### src/pkg/acr_pkg.sv
// Shared constants for the converter control block
package acr_pkg;

	////////////////////////////////////////////////////////////////////////
	// Register bus geometry
	localparam int          ADDR_W   = 8;      // Byte address width
	localparam int          DATA_W   = 32;     // Wishbone data width
	localparam logic [7:0]  CTRL_OFS = 8'h00;  // converter_control
	localparam logic [7:0]  STAT_OFS = 8'h04;  // Interrupt status, write one to clear
	localparam logic [7:0]  MASK_OFS = 8'h08;  // Interrupt mask

	////////////////////////////////////////////////////////////////////////
	// converter_control field layout
	localparam int          EN_BIT   = 0;      // converter_enable
	localparam int          GO_BIT   = 1;      // Start / in progress
	localparam int          SEL_LSB  = 2;      // channel_select low bit
	localparam int          SEL_MSB  = 5;      // channel_select high bit
	localparam int          CTRL_W   = 8;      // Register width
	localparam logic [1:0]  CTRL_TOP = 2'h0;   // Bits 7..6 read value
	localparam logic [3:0]  SEL_RST  = 4'h0;   // Channel after reset
	localparam logic        EN_RST   = 1'b0;   // Enable after reset

	////////////////////////////////////////////////////////////////////////
	// Channel codes
	localparam int          NUM_AN   = 14;     // Analog inputs 0..13
	localparam logic [3:0]  SEL_LAST = 4'hd;   // Highest analog input code
	localparam logic [3:0]  SEL_RSVD = 4'he;   // Reserved code
	localparam logic [3:0]  SEL_REF  = 4'hf;   // fixed_voltage_reference

	////////////////////////////////////////////////////////////////////////
	// Interrupt layout
	localparam int          IRQ_W    = 2;      // Number of events
	localparam int          DONE_IRQ = 0;      // Conversion finished
	localparam int          RFSD_IRQ = 1;      // Start refused
	localparam logic [1:0]  IRQ_RST  = 2'h0;   // Status and mask reset

	// Sequencer states, Gray coded along idle-start-busy-done
	typedef enum logic [1:0] {
		SEQ_IDLE  = 2'b00,
		SEQ_START = 2'b01,
		SEQ_BUSY  = 2'b11,
		SEQ_DONE  = 2'b10
	} acr_seq_state_t;

endpackage

### src/pkg/acr_seq_if.sv
// Link between the register front end and the conversion sequencer
interface acr_seq_if;
	logic startReq;   // One-cycle request to begin a conversion
	logic abort;      // Level, converter switched off
	logic coreDone;   // One-cycle completion from the analog core
	logic busy;       // Level, conversion running
	logic donePulse;  // One-cycle, conversion finished normally
	logic coreStart;  // One-cycle start strobe to the analog core

	// Register front end
	modport ctl (
		output startReq, abort, coreDone,
		input  busy, donePulse, coreStart
	);

	// Sequencer
	modport seq (
		input  startReq, abort, coreDone,
		output busy, donePulse, coreStart
	);
endinterface

### src/hw/acr_conv_seq.sv
// Conversion sequencer: issues the start strobe and waits for the core
module acr_conv_seq
	import acr_pkg::*;
(
	// Clock and reset
	input wire logic mclk,
	input wire logic nrst,
	// Front end link
	acr_seq_if.seq   sif
);

	acr_seq_state_t state_r;      // Current step
	logic           busy_r;       // Running flag
	logic           donePulse_r;  // Completion strobe
	logic           coreStart_r;  // Start strobe to the core

	////////////////////////////////////////////////////////////////////////
	// State and strobes; abort beats everything so a powered-down core
	// never leaves the start bit stuck high
	always_ff @(posedge mclk or negedge nrst) begin
		if (!nrst) begin
			state_r     <= SEQ_IDLE;
			busy_r      <= 1'b0;
			donePulse_r <= 1'b0;
			coreStart_r <= 1'b0;
		end else begin
			donePulse_r <= 1'b0;
			coreStart_r <= 1'b0;
			case (state_r)
				// Waiting; the done step also accepts a new start
				SEQ_IDLE, SEQ_DONE: begin
					state_r <= SEQ_IDLE;
					if (sif.startReq && !sif.abort) begin
						state_r     <= SEQ_START;  // RULE3
						busy_r      <= 1'b1;
						coreStart_r <= 1'b1;
					end
				end
				// Strobe issued, now wait for the core
				SEQ_START: begin
					state_r <= sif.abort ? SEQ_IDLE : SEQ_BUSY;
					busy_r  <= !sif.abort;
				end
				// Conversion running
				SEQ_BUSY: begin
					if (sif.abort) begin
						state_r <= SEQ_IDLE;
						busy_r  <= 1'b0;
					end else if (sif.coreDone) begin
						state_r     <= SEQ_DONE;  // RULE4
						busy_r      <= 1'b0;
						donePulse_r <= 1'b1;
					end
				end
				default: begin
					state_r <= SEQ_IDLE;
					busy_r  <= 1'b0;
				end
			endcase
		end
	end

	assign sif.busy      = busy_r;
	assign sif.donePulse = donePulse_r;
	assign sif.coreStart = coreStart_r;
endmodule

### src/hw/acr_ctl_top.sv
// Notes on behaviour
// RULE1: Bits 5..2 pick analog inputs 0..13.
// RULE2: Code 1110 reserved; 1111 routes fixed reference.
// RULE3: Writing one to bit 1 starts conversion.
// RULE4: Hardware clears start bit when conversion ends.
// RULE5: Start bit reads one only while converting.
// RULE6: Bit 0 enables converter; zero powers down.
// RULE7: Bits 7..6 ignore writes, read zero.
// RULE8: Reset clears every control bit.
module acr_ctl_top
	import acr_pkg::*;
(
	// Clock and reset
	input  wire logic              mclk,
	input  wire logic              nrst,
	// Wishbone slave
	input  wire logic              cyc_i,
	input  wire logic              stb_i,
	input  wire logic              we_i,
	input  wire logic [ADDR_W-1:0] adr_i,
	input  wire logic [3:0]        sel_i,
	input  wire logic [DATA_W-1:0] dat_i,
	output logic      [DATA_W-1:0] dat_o,
	output logic                   ack_o,
	// Interrupt
	output logic                   irq,
	// Analog core
	output logic                   coreEnable,
	output logic      [NUM_AN-1:0] chanSel,
	output logic                   fvrSel,
	output logic                   coreStart,
	input  wire logic              coreDone
);

	////////////////////////////////////////////////////////////////////////
	// Declarations
	acr_seq_if              sif ();          // Sequencer link
	logic                   ack_r;           // Bus acknowledge
	logic [DATA_W-1:0]      datO_r;          // Read data
	logic                   enable_r;        // converter_enable
	logic [3:0]             chanSel_r;       // channel_select
	logic                   startReq_r;      // Start accepted, one cycle
	logic [IRQ_W-1:0]       stat_r;          // Sticky events
	logic [IRQ_W-1:0]       mask_r;          // Event mask
	logic                   irq_r;           // Interrupt line
	logic                   coreEnable_r;    // Core power
	logic [NUM_AN-1:0]      chanOut_r;       // One-hot input mux
	logic                   fvrOut_r;        // Reference routing
	logic                   goBit;           // Start bit as read
	logic                   busReq;          // New bus request this cycle
	logic                   wrCtrl;          // Control byte write
	logic                   wrStat;          // Status write
	logic                   wrMask;          // Mask write
	logic                   enable_nxt;      // Enable after this write
	logic [3:0]             chanSel_nxt;     // Channel after this write
	logic                   goWr;            // Write asks for a start
	logic                   startOk;         // Start may go ahead
	logic [IRQ_W-1:0]       statSet;         // Events this cycle
	logic [IRQ_W-1:0]       statClr;         // Software clears
	logic [CTRL_W-1:0]      ctrlByte;        // Control register image
	logic [DATA_W-1:0]      rdData_nxt;      // Read mux result
	logic                   firstCyc_r;      // Helper, first cycle out of reset

	////////////////////////////////////////////////////////////////////////
	// Bus decode; a request is served once, in the cycle before ack
	assign busReq = cyc_i && stb_i && !ack_r;
	always_comb begin
		wrCtrl = 1'b0;
		wrStat = 1'b0;
		wrMask = 1'b0;
		if (busReq && we_i && sel_i[0]) begin
			if (adr_i == CTRL_OFS) begin
				wrCtrl = 1'b1;
			end else if (adr_i == STAT_OFS) begin
				wrStat = 1'b1;
			end else if (adr_i == MASK_OFS) begin
				wrMask = 1'b1;
			end
		end
	end

	// Values the write would leave behind
	assign enable_nxt  = wrCtrl ? dat_i[EN_BIT] : enable_r;
	assign chanSel_nxt = wrCtrl ? dat_i[SEL_MSB:SEL_LSB] : chanSel_r;
	assign goWr        = wrCtrl && dat_i[GO_BIT] && !goBit;
	// A start needs the converter on and a routable channel
	assign startOk = enable_nxt && (chanSel_nxt != SEL_RSVD); // RULE2

	// Start bit reads the running state, not a stored software value
	assign goBit = startReq_r || sif.busy; // RULE5

	////////////////////////////////////////////////////////////////////////
	// Acknowledge: one wait state, dropped the cycle after it is given
	always_ff @(posedge mclk or negedge nrst) begin
		if (!nrst) begin
			ack_r <= 1'b0;
		end else begin
			ack_r <= busReq;
		end
	end

	////////////////////////////////////////////////////////////////////////
	// Read mux; unmapped addresses answer with zero
	assign ctrlByte = {CTRL_TOP, chanSel_r, goBit, enable_r}; // RULE7
	always_comb begin
		rdData_nxt = '0;
		if (adr_i == CTRL_OFS) begin
			rdData_nxt[CTRL_W-1:0] = ctrlByte;
		end else if (adr_i == STAT_OFS) begin
			rdData_nxt[IRQ_W-1:0] = stat_r;
		end else if (adr_i == MASK_OFS) begin
			rdData_nxt[IRQ_W-1:0] = mask_r;
		end
	end

	// Read data captured with the acknowledge
	always_ff @(posedge mclk or negedge nrst) begin
		if (!nrst) begin
			datO_r <= '0;
		end else if (busReq && !we_i) begin
			datO_r <= rdData_nxt; // RULE5
		end else begin
			datO_r <= '0;
		end
	end

	////////////////////////////////////////////////////////////////////////
	// Control fields; bits 7..6 have no storage so writes vanish
	always_ff @(posedge mclk or negedge nrst) begin
		if (!nrst) begin
			enable_r  <= EN_RST;  // RULE8
			chanSel_r <= SEL_RST; // RULE8
		end else if (wrCtrl) begin
			enable_r  <= dat_i[EN_BIT];          // RULE6
			chanSel_r <= dat_i[SEL_MSB:SEL_LSB]; // RULE1
		end
	end

	// Start request; a one written while running is simply ignored
	always_ff @(posedge mclk or negedge nrst) begin
		if (!nrst) begin
			startReq_r <= 1'b0;
		end else begin
			startReq_r <= goWr && startOk; // RULE3
		end
	end

	////////////////////////////////////////////////////////////////////////
	// Sequencer hookup
	assign sif.startReq = startReq_r;
	assign sif.abort    = !enable_r; // RULE6
	assign sif.coreDone = coreDone;

	acr_conv_seq uSeq (
		.mclk (mclk),
		.nrst (nrst),
		.sif  (sif)
	);

	////////////////////////////////////////////////////////////////////////
	// Analog core outputs, registered; everything parked when disabled
	// so the mux and reference draw nothing
	always_ff @(posedge mclk or negedge nrst) begin
		if (!nrst) begin
			coreEnable_r <= 1'b0;
			chanOut_r    <= '0;
			fvrOut_r     <= 1'b0;
		end else begin
			coreEnable_r <= enable_r; // RULE6
			chanOut_r    <= '0;
			fvrOut_r     <= 1'b0;
			if (enable_r && chanSel_r <= SEL_LAST) begin
				chanOut_r <= NUM_AN'(1) << chanSel_r; // RULE1
			end else if (enable_r && chanSel_r == SEL_REF) begin
				fvrOut_r <= 1'b1; // RULE2
			end
		end
	end

	assign coreEnable = coreEnable_r;
	assign chanSel    = chanOut_r;
	assign fvrSel     = fvrOut_r;
	assign coreStart  = sif.coreStart;

	////////////////////////////////////////////////////////////////////////
	// Interrupt status: set beats a simultaneous write-one clear
	always_comb begin
		statSet           = '0;
		statSet[DONE_IRQ] = sif.donePulse;
		statSet[RFSD_IRQ] = goWr && !startOk;
	end
	assign statClr = wrStat ? dat_i[IRQ_W-1:0] : '0;

	always_ff @(posedge mclk or negedge nrst) begin
		if (!nrst) begin
			stat_r <= IRQ_RST;
		end else begin
			stat_r <= (stat_r & ~statClr) | statSet;
		end
	end

	// Mask register, same layout as status
	always_ff @(posedge mclk or negedge nrst) begin
		if (!nrst) begin
			mask_r <= IRQ_RST;
		end else if (wrMask) begin
			mask_r <= dat_i[IRQ_W-1:0];
		end
	end

	// Level interrupt, one cycle behind the status
	always_ff @(posedge mclk or negedge nrst) begin
		if (!nrst) begin
			irq_r <= 1'b0;
		end else begin
			irq_r <= |(stat_r & mask_r);
		end
	end

	assign ack_o = ack_r;
	assign dat_o = datO_r;
	assign irq   = irq_r;

	////////////////////////////////////////////////////////////////////////
	// Helper for the reset check; only the assertions read it
	always_ff @(posedge mclk or negedge nrst) begin
		if (!nrst) begin
			firstCyc_r <= 1'b1;
		end else begin
			firstCyc_r <= 1'b0;
		end
	end
endmodule

### config.mk
export PLATFORM = sky130hd
export DESIGN_NAME = acr_ctl_top
export DESIGN_NICKNAME = d
export VERILOG_FILES = /design/src/pkg/acr_pkg.sv /design/src/pkg/acr_seq_if.sv /design/src/hw/acr_conv_seq.sv /design/src/hw/acr_ctl_top.sv
export SDC_FILE = /design/constraint.sdc
export NUM_CORES = 1
export LEC_CHECK = 0
export BUFFER_PORTS_ARGS = -buffer_cell sky130_fd_sc_hd__buf_4
export CORE_ASPECT_RATIO = 1.1
export CORE_UTILIZATION = 43
export DETAILED_ROUTE_END_ITERATION = 12
export PLACE_DENSITY = 0.79
export SETUP_SLACK_MARGIN = 0.3
export SKIP_CTS_REPAIR_TIMING = 1
export SYNTH_ARGS = -nofsm -noshare
export SYNTH_HDL_FRONTEND = slang
export SYNTH_HIERARCHICAL = 1
export SYNTH_SLANG_ARGS = --single-unit
### constraint.sdc
create_clock -name mclk -period 1.8 [get_ports mclk]
set_input_delay 0.18 -clock mclk [delete_from_list [all_inputs] [get_ports mclk]]
set_output_delay 0.18 -clock mclk [all_outputs]
set_load 0.1 [all_outputs]
# Word level (Yosys, flattened, before mapping)
# Cells that the tools add are included.
[word_totals]
reg_bits = 65
inputBits = 50
output_inout_bits = 51
elab_cells = 87
[op_classes]
magnitude_cmp = 1
n_eq_ne = 9
shifts = 1
muxes = 34
n_bitwise = 4
n_reduce_logical = 23
[op_table]
columns = ["operator", "n"]
rows = [
  ["1-bit 2-to-1 mux", 21],
  ["14-bit 2-to-1 mux", 1],
  ["2-bit 2-to-1 mux", 7],
  ["1-bit by 4-bit << shifter with 14-bit output (first input constant)", 1],
  ["1-bit logical AND", 13],
  ["8-bit by 3-bit == test with 1-bit output (second input constant)", 1],
  ["8-bit by 4-bit == test with 1-bit output (second input constant)", 1],
  ["8-bit zero test", 1],
  ["4-bit 2-to-1 mux", 2],
  ["8-bit 2-to-1 mux", 1],
  ["2-bit case mux with 3 select lines", 1],
  ["2-bit AND", 2],
  ["2-bit == test (second input constant)", 2],
  ["4-bit == test (second input constant)", 1],
  ["4-bit <= comparator (second input constant)", 1],
  ["1-bit zero test", 4],
  ["4-bit != test (second input constant)", 1],
  ["2-bit OR reduction", 2],
  ["3-bit != test (second input constant)", 1],
  ["1-bit case mux with 3 select lines", 1],
  ["2-bit by 1-bit == test with 1-bit output (second input constant)", 1],
  ["2-bit zero test", 1],
  ["2-bit by 1-bit != test with 1-bit output (second input constant)", 1],
  ["2-bit NOT", 1],
  ["3 further kinds", 3],
]

# Logic depth before layout (Yosys ltp)
# Gate-level depths: netlist of the first run.
[depth]
depth_word = 11
ltp_mapped = 5
depth_no_buf = 4

# Modules after synthesis
# Netlist of the first run, hierarchy kept.
[modules_own_cells]
columns = ["module", "n_inst", "cells_per_inst", "area_each_um2", "seq_area_each_um2"]
rows = [
  ["acr_ctl_top", 1, 132, 1503.9, 850.8],
  ["acr_conv_seq", 1, 16, 195.2, 125.1],
]

# Worst setup path after synthesis of the first run
# Ideal clock, no wire load.
[synth_path]
path_kind = "reg2reg"
start = "reg ack_r, in the netlist ack_o"
end = "reg mask_r[0]"
setup_time_ps = 125
t_arrival_ps = 1987
required_time_ps = 1675
slack_ps = -312
path_stages_with_launch = 5
path_buffers = 0
synth_period_minus_slack_ps = 2112
cell_sequence = "dfrtp_1 > nand3b_1 > nor4_2 > and3_1 > mux2_2"
[synth_via]
elab_chain_len = 5
[synth_rtl]
columns = ["item", "line", "rtl"]
rows = [
  ["from (decl)", "acr_ctl_top.sv:38", "logic ack_r;"],
  ["from (signal assigned)", "acr_ctl_top.sv:98", "ack_r <= busReq;"],
  ["1-bit zero test", "acr_ctl_top.sv:66", "assign busReq = cyc_i && stb_i && !ack_r;"],
  ["1-bit logical AND", "acr_ctl_top.sv:66", ""],
  ["1-bit logical AND (2 in series)", "acr_ctl_top.sv:71", "if (busReq && we_i && sel_i[0]) begin"],
  ["1-bit 2-to-1 mux", "acr_ctl_top.sv:71", ""],
  ["to (signal assigned)", "acr_ctl_top.sv:207", "mask_r <= dat_i[IRQ_W-1:0];"],
  ["to (decl)", "acr_ctl_top.sv:44", "logic [IRQ_W-1:0] mask_r;"],
]
# Every way passes these cells.
# A chain may end at the register's enable or synchronous reset.

# Worst setup path in the final report of the first run
[layout_path]
start = "reg ack_r, in the netlist ack_o"
end = "reg startReq_r, in the netlist sif.startReq"
[layout_via]
elab_chain_len = 9
elab_cells_between_ends = 12
cone_classes = "eq/ne (1); mux (3); reduce/logical (8)"
[layout_rtl]
columns = ["item", "line", "rtl"]
rows = [
  ["1-bit zero test *", "acr_ctl_top.sv:66", ""],
  ["1-bit logical AND *", "acr_ctl_top.sv:66", ""],
  ["1-bit logical AND * (2 in series)", "acr_ctl_top.sv:71", ""],
  ["1-bit 2-to-1 mux *", "acr_ctl_top.sv:71", ""],
  ["4-bit 2-to-1 mux", "--", ""],
  ["4-bit != test", "acr_ctl_top.sv:87", "assign startOk = enable_nxt && (chanSel_nxt != SEL_RSVD);"],
  ["1-bit logical AND", "acr_ctl_top.sv:87", ""],
  ["1-bit logical AND *", "acr_ctl_top.sv:144", "startReq_r <= goWr && startOk;"],
  ["to (signal assigned)", "acr_ctl_top.sv:144", ""],
  ["to (decl)", "acr_ctl_top.sv:42", "logic startReq_r;"],
]
# Mark *: on every way between the ends. The rest lies on a longest branch, timed or not.

==> impl_metrics.tcl, run 1 <==
set metrics [dict create \
    status "finished, final reports clean" \
    wl_per_cell_um 12.4 \
    ir_drop_mv 0.430 \
    yosys.area.top_type "dfrtp_1" \
    cts.clk_slew.worst_paths_ns 0.07 \
    grt_pass1_wl_um 4660 \
    start_kind "flip-flop" \
    die_w_um 61.9 \
    min_period_over_period_pct 95.0 \
    num_antenna_cells 0 \
    whs_ns 0.101 \
    first_global_vias 1063 \
    syn_avg_cell_area_um2 11.5 \
    worstSetupPathType "reg2reg" \
    routabilityCongestion 0.789 \
    ys_types 34 \
    multi_input_area_um2 633 \
    grt_usage_pct 15.5 \
    synth_seq_cells 39 \
    postSynthCellCount 148 \
    skew_ns 0.00914 \
    cts.sinks 39 \
    slowest_stage "dfrtp_4" \
    drv_cap 0 \
    hpwl_um 2150 \
    core_area_um2 3710 \
    area_growth_syn_to_layout_pct 30.4 \
    ys_top_cells_by_area "dfrtp_1 57%, buf_4 11%, mux2_2 4.0%" \
    critPathCaptureType "flip-flop" \
    setup_viol 0 \
    fin_ws_ns 0.0896 \
    grt_remaining_overflow 0 \
    finalPower_mw 2.05 \
    clockBufferDepth 2 \
    die_h_um 67.9 \
    worst_ep_arrival_time_ns 1.93 \
    drive_above_1_share_pct 37.6 \
    synth_warnings 6 \
    routed_wl_um 3150 \
    vias 1176 \
    tns_ns 0 \
    start_util_pct 45.8 \
    post-route-util_pct 59.7 \
    ys_seq_area_share_pct 57.4 \
    dr.first_iter.drc_count 52 \
    critPathCapture "sif.startReq$_DFF_PN0_" \
    hold_viol 0 \
    grt_max_degree 40 \
    fin_nets 254 \
    r2r_cells 5 \
    finalMaxSlewViolations 0 \
    cp-startpoint "ack_o$_DFF_PN0_" \
    pre_cts_slack_ns -0.0747 \
    cp_slowest_stage_delay_ns 0.47 \
    via_per_inst 4.61 \
    row_count 23 \
    power.density_nw_per_um2 926 \
    cts_tree "yes" \
    port_buffers 45 \
    timing.rr.start "ack_o$_DFF_PN0_" \
    final_antenna_net_count 0 \
    drc_errors 0 \
    fillCellCount 318 \
    io_pins 101 \
    path_max_fanout 6 \
    grt_setup_unrepaired "yes" \
    synth_area_um2 1700 \
    r2r-end "sif.startReq$_DFF_PN0_" \
    cp_cell_sequence "nand3b_1 -> nor4_4 -> buf_6 -> mux2i_4 -> nor2b_1" \
    min_period_ns 1.71 \
    seqCellArea_um2 980 \
    rrSetupSlack_ns 0.09 \
    synth_top_area_share_pct 57.4 \
    clk_latency_ns 0.29 \
    hp-class "in2reg" \
    root_buffer "clkbuf_8" \
    drtPass1Iterations 4 \
    htreeDepth 2 \
    dieArea_um2 4210 \
    antenna_found_initial 0 \
    numCtsBuffers 5 \
    synth_edf_count 0 \
    fmax_mhz 585 \
    synth_async_sr_flop_share_pct 100 \
    leakagePower_nw 1.14 \
    ys.flop_type "dfrtp_1" \
    cp.required_ns 2.02 \
]
[report_power, final]
| part | switching (mW) | internal, mW | leakage (nW) | total (mW) |
|---|---|---|---|---|
| Combinational | 0.321 | 0.0671 | 0.568 | 0.388 |
| Sequential | 0.0229 | 0.901 | 0.512 | 0.923 |
| Clock | 0.292 | 0.448 | 0.0612 | 0.740 |
[layer usage]
layer	vias up	part of all wire (%)	track usage [%]
met5	-	0	0
met4	0	1.8	7.22
met3	5	6.5	4.54
met2	55	51	25.9
met1	560	40	18.1
li1	556	-	-
[critical path, delay by kind of cell (launching register included)]
kind / cells / cell delay (ns)
simple gates: 3 / 0.76
mux: 1 / 0.23
flops: 1 / 0.47
buf+inv: 1 / 0.19
[cells in the mapped netlist (2+ instances only)]
cell type / instances
nand2b_1: 2
o22ai_1: 2
and3_1: 3
nor4_1: 2
dfrtp_1: 39
o21ai_0: 2
nand3b_1: 3
nand2_1: 5
nor4_2: 2
nor3_1: 5
and2_1: 4
inv_1: 7
mux2_2: 6
nand3_1: 3
mux2i_1: 2
clkbuf_1: 2
a21oi_1: 3
buf_4: 26
or3_1: 2
nor2_1: 14
[placed cells by master (no fill, tap or decap), types with 2 or more instances in the layout]
cell	instances
nand3b_1	3
mux2_4	2
nor4_4	2
o22ai_1	2
and3_1	3
nand3_1	3
nand2_1	4
nand2b_1	2
nor3_1	4
conb_1	26
inv_1	7
nor2_1	14
a21oi_1	3
and2_1	4
mux2_2	4
nor4_1	2
dfrtp_1	38
buf_4	50
clkbuf_8	6
[final cells by class]
type / instances / share of cell area (%)
Multi-Input combinational cell: 99 / 28.6
Tap cell: 50 / 2.82
Inverter: 7 / 1.19
Clock inverter: 2 / 1.58
Clock buffer: 6 / 3.73
Sequential cell: 39 / 44.2
Timing Repair Buffer: 52 / 17.9
[through the flow]
| step | instances | instance area (µm²) |
|---|---|---|
| floorplan | 173 | 1800 |
| global route | 255 | 2220 |
| detailed placement | 242 | 2010 |
| global placement | 242 | 2010 |
| CTS | 250 | 2130 |
| finish | 255 | 2220 |
[kinds of logic (layout without fill, tap and decap cells)]
| kind of cell | Yosys count | count (layout) | synth area share, % |
|---|---|---|---|
| simple gates | 53 | 53 | 19.2 |
| mux | 8 | 8 | 5.15 |
| other cells | 1 | 26 | 0.221 |
| compound gates | 12 | 12 | 4.49 |
| buf+inv | 35 | 67 | 13.5 |
| flops | 39 | 39 | 57.4 |
[flip-flops by register name, indices dropped and copies added, names as in the netlist]
signal              flops
uSeq/sif.coreStart      1
uSeq/sif.busy           1
mask_r                  2
enable_r                1
coreEnable              1
irq                     1
chanSel_r               4
stat_r                  2
uSeq/sif.donePulse      1
dat_o                   6
uSeq/state_r            2
ack_o                   1
fvrSel                  1
sif.startReq            1
chanSel                14
[worst min-delay path by stage]
stage	start	to	slack, ns	cells past startpoint
4_1_cts	nrst	chanSel[1]$_DFF_PN0_	-0.15	1
3_3_place_gp	nrst	chanSel[5]$_DFF_PN0_	0.16	1
5_1_grt	coreDone	uSeq/state_r[0]$_DFFE_PN0P_	0.09	2
6_report	we_i	dat_o[0]$_DFF_PN0_	0.10	2
3_5_place_dp	nrst	chanSel[5]$_DFF_PN0_	0.17	1
2_1_floorplan	nrst	chanSel[0]$_DFF_PN0_	-0.12	0
(Power assumes the default switching activity.)
==> run 2: changes to the inputs <==
Settings changed: SYNTH_HIERARCHICAL 1 to unset.
==> run 2 against run 1 <==
Against the previous run: wire length down 1.6%; via count up 2.5%; clock skew down 0.0062 ns; hold slack better by 0.0091 ns; register-to-register slack better by 0.06 ns; final cell count up 2.4%.
==> impl_metrics.tcl, run 2 <==
set metrics [dict create \
    status "finished, final reports clean" \
    largest_reg_flops 14 \
    min_period_ns 1.66 \
    synth_async_sr_flop_share_pct 100 \
    ir_drop_mv 0.408 \
    grt_max_degree 40 \
    whs_ns 0.111 \
    fillCellCount 340 \
    hp-class "in2reg" \
    postSynthCellCount 149 \
    power.clock.fraction_pct 33.8 \
    fin_nets 260 \
    min_period_over_period_pct 92.0 \
    die_h_um 68.3 \
    hpwl_um 2250 \
    fin_cells 261 \
    yosysMostFrequentCell "dfrtp_1" \
    tns_ns 0 \
    cts.sinks 39 \
    grt_remaining_overflow 0 \
    core_area_um2 3740 \
    synthTopCellsByCount "39 x dfrtp_1, 26 x buf_4, 13 x nor2_1" \
    cp.depth 6 \
    power.density_nw_per_um2 835 \
    p_sw_share_pct 31.9 \
    post_dp_cell_area_um2 2080 \
    synth_area_um2 1720 \
    first_global_vias 1088 \
    seqPwrFrac_pct 47.1 \
    design_area_um2 2250 \
    ys_types 33 \
    worst_ep_arrival_time_ns 1.83 \
    vias 1205 \
    finalMaxSlewViolations 0 \
    htreeDepth 2 \
    routabilityCongestion 0.840 \
    cp_common_cell "buf_4" \
    root_buffer "clkbuf_8" \
    grt_setup_unrepaired "yes" \
    setup_viol 0 \
    row_count 23 \
    mostFrequentLayoutCell "buf_4" \
    clockBufferDepth 2 \
    cp.required_ns 1.97 \
    mostFrequentLayoutCells "55 x buf_4, 38 x dfrtp_1, 26 x conb_1, 13 x nor2_1, 8 x nand2_1" \
    io_pins 101 \
    seqCellArea_um2 980 \
    die_w_um 62.3 \
    drv_cap 0 \
    cts_tree "yes" \
    clk_latency_ns 0.28 \
    routed_wl_um 3100 \
    path_buf_inv 3 \
    synth_warnings 0 \
    start_util_pct 45.9 \
    dieArea_um2 4250 \
    ys_seq_area_share_pct 56.8 \
    slowest_stage "dfrtp_4" \
    grt_usage_pct 15.1 \
    dr.first_iter.drc_count 25 \
    final_antenna_net_count 0 \
    r2r_cells 6 \
    numCtsBuffers 5 \
    via_per_inst 4.62 \
    cts.clk_slew.worst_paths_ns 0.07 \
    grt_pass1_wl_um 4810 \
    start_kind "flip-flop" \
    power_frac_comb_pct 19.1 \
    synth_seq_cells 39 \
    yosys.area.top_type "dfrtp_1" \
    drtPass1Iterations 4 \
    net-switching-power_uw 598 \
    worstSetupPathType "reg2reg" \
    area_growth_syn_to_layout_pct 30.9 \
    crit_family "flip-flops" \
    fmax_mhz 604 \
    hold_viol 0 \
    intPower_mw 1.28 \
    hold_depth 2 \
    cp_cell_sequence "nand3b_1 -> buf_4 -> nor4_4 -> buf_6 -> buf_4 -> mux2_4" \
    cp_slowest_stage_delay_ns 0.47 \
    skew_ns 0.00297 \
    dpl.cell_count 247 \
    ys.flop_type "dfrtp_1" \
    ys_top_cells_by_area "dfrtp_1 57%, buf_4 11%, mux2_2 3.9%" \
    leakagePower_nw 1.18 \
    port_buffers 45 \
    num_antenna_cells 0 \
    synth_edf_count 0 \
    syn_avg_cell_area_um2 11.5 \
    synth_top_area_share_pct 56.8 \
    drive_above_1_share_pct 38.4 \
    multi_input_area_um2 642 \
    path_max_fanout 6 \
    wl_per_cell_um 11.9 \
    drc_errors 0 \
    critPathCaptureType "flip-flop" \
    antenna_found_initial 0 \
]
[run 2: changes by cell type after synthesis, moves of 2 or more]
cell and change:
and3_1 -2, inv_1 -3, nand2_1 +3, nor4_2 -2
nor4_4 +2, o21ai_0 +3, o22ai_1 -2
[run 2: worst register-to-register path, cell delays in order (launching register included)]
cell and delay, ns:
dfrtp_4 0.47, nand3b_1 0.20, buf_4 0.17, nor4_4 0.15, buf_6 0.16, buf_4 0.11
mux2_4 0.28
[run 2: cell families after synthesis]
| logic type | count (synthesis) | share of synthesized area (%) |
|---|---|---|
| compound gates | 12 | 4.30 |
| mux | 8 | 5.10 |
| buf+inv | 33 | 13.0 |
| flops | 39 | 56.8 |
| simple gates | 56 | 20.6 |
| other cells | 1 | 0.218 |
[run 2: area by class of cell]
class | instances | share of cell area [%]
Tap cell | 50 | 2.78
Sequential cell | 39 | 43.6
Multi-Input combinational cell | 102 | 28.5
Clock inverter | 1 | 0.334
Inverter | 4 | 0.668
Clock buffer | 7 | 4.28
Timing Repair Buffer | 58 | 19.8
[run 2: final timing paths]
path                                                to                    startpoint  slack, ns
min in group asynchronous       chanSel_r[1]$_DFF_PN0_                          nrst       0.40
worst max-delay path            chanSel_r[2]$_DFF_PN0_               ack_o$_DFF_PN0_       0.14
worst max register to register  chanSel_r[2]$_DFF_PN0_               ack_o$_DFF_PN0_       0.14
max in group asynchronous              ack_o$_DFF_PN0_                          nrst       1.05
worst min register to register     stat_r[0]$_DFF_PN0_  uSeq.sif.donePulse$_DFF_PN0_       0.44
worst min-delay path                dat_o[0]$_DFF_PN0_                          we_i       0.11
[run 2: stage by stage]
step / setup WS [ns] / power, mW / utilization, %
2_1_floorplan: -0.0293 / 1.23 / -
3_3_place_gp: -0.0365 / 1.25 / 55.6
3_5_place_dp: -0.0532 / 1.26 / 55.6
4_1_cts: 0.118 / 1.89 / 58.4
5_1_grt: 0.0475 / 1.95 / 60.1
6_report: 0.145 / 1.88 / 60.1
[run 2: layer usage]
| layer | share of wire [%] | track usage (%) | up-vias | routed length [µm] |
|---|---|---|---|---|
| met5 | 0 | 0 | - | 0 |
| met4 | 1.3 | 6.10 | 0 | 40 |
| met3 | 5.8 | 5.00 | 7 | 179 |
| met2 | 55 | 29.1 | 48 | 1710 |
| met1 | 38 | 15.2 | 583 | 1170 |
| li1 | - | - | 567 | - |
[run 2: power groups by stage]
stage | logic (mW) | clock network (mW) | registers [mW]
after global routing | 0.371 | 0.691 | 0.884
after floorplan | 0.304 | 0 | 0.923
final | 0.358 | 0.635 | 0.884
after detailed placement | 0.355 | 0 | 0.901
after CTS | 0.355 | 0.652 | 0.884
after global placement | 0.353 | 0 | 0.901
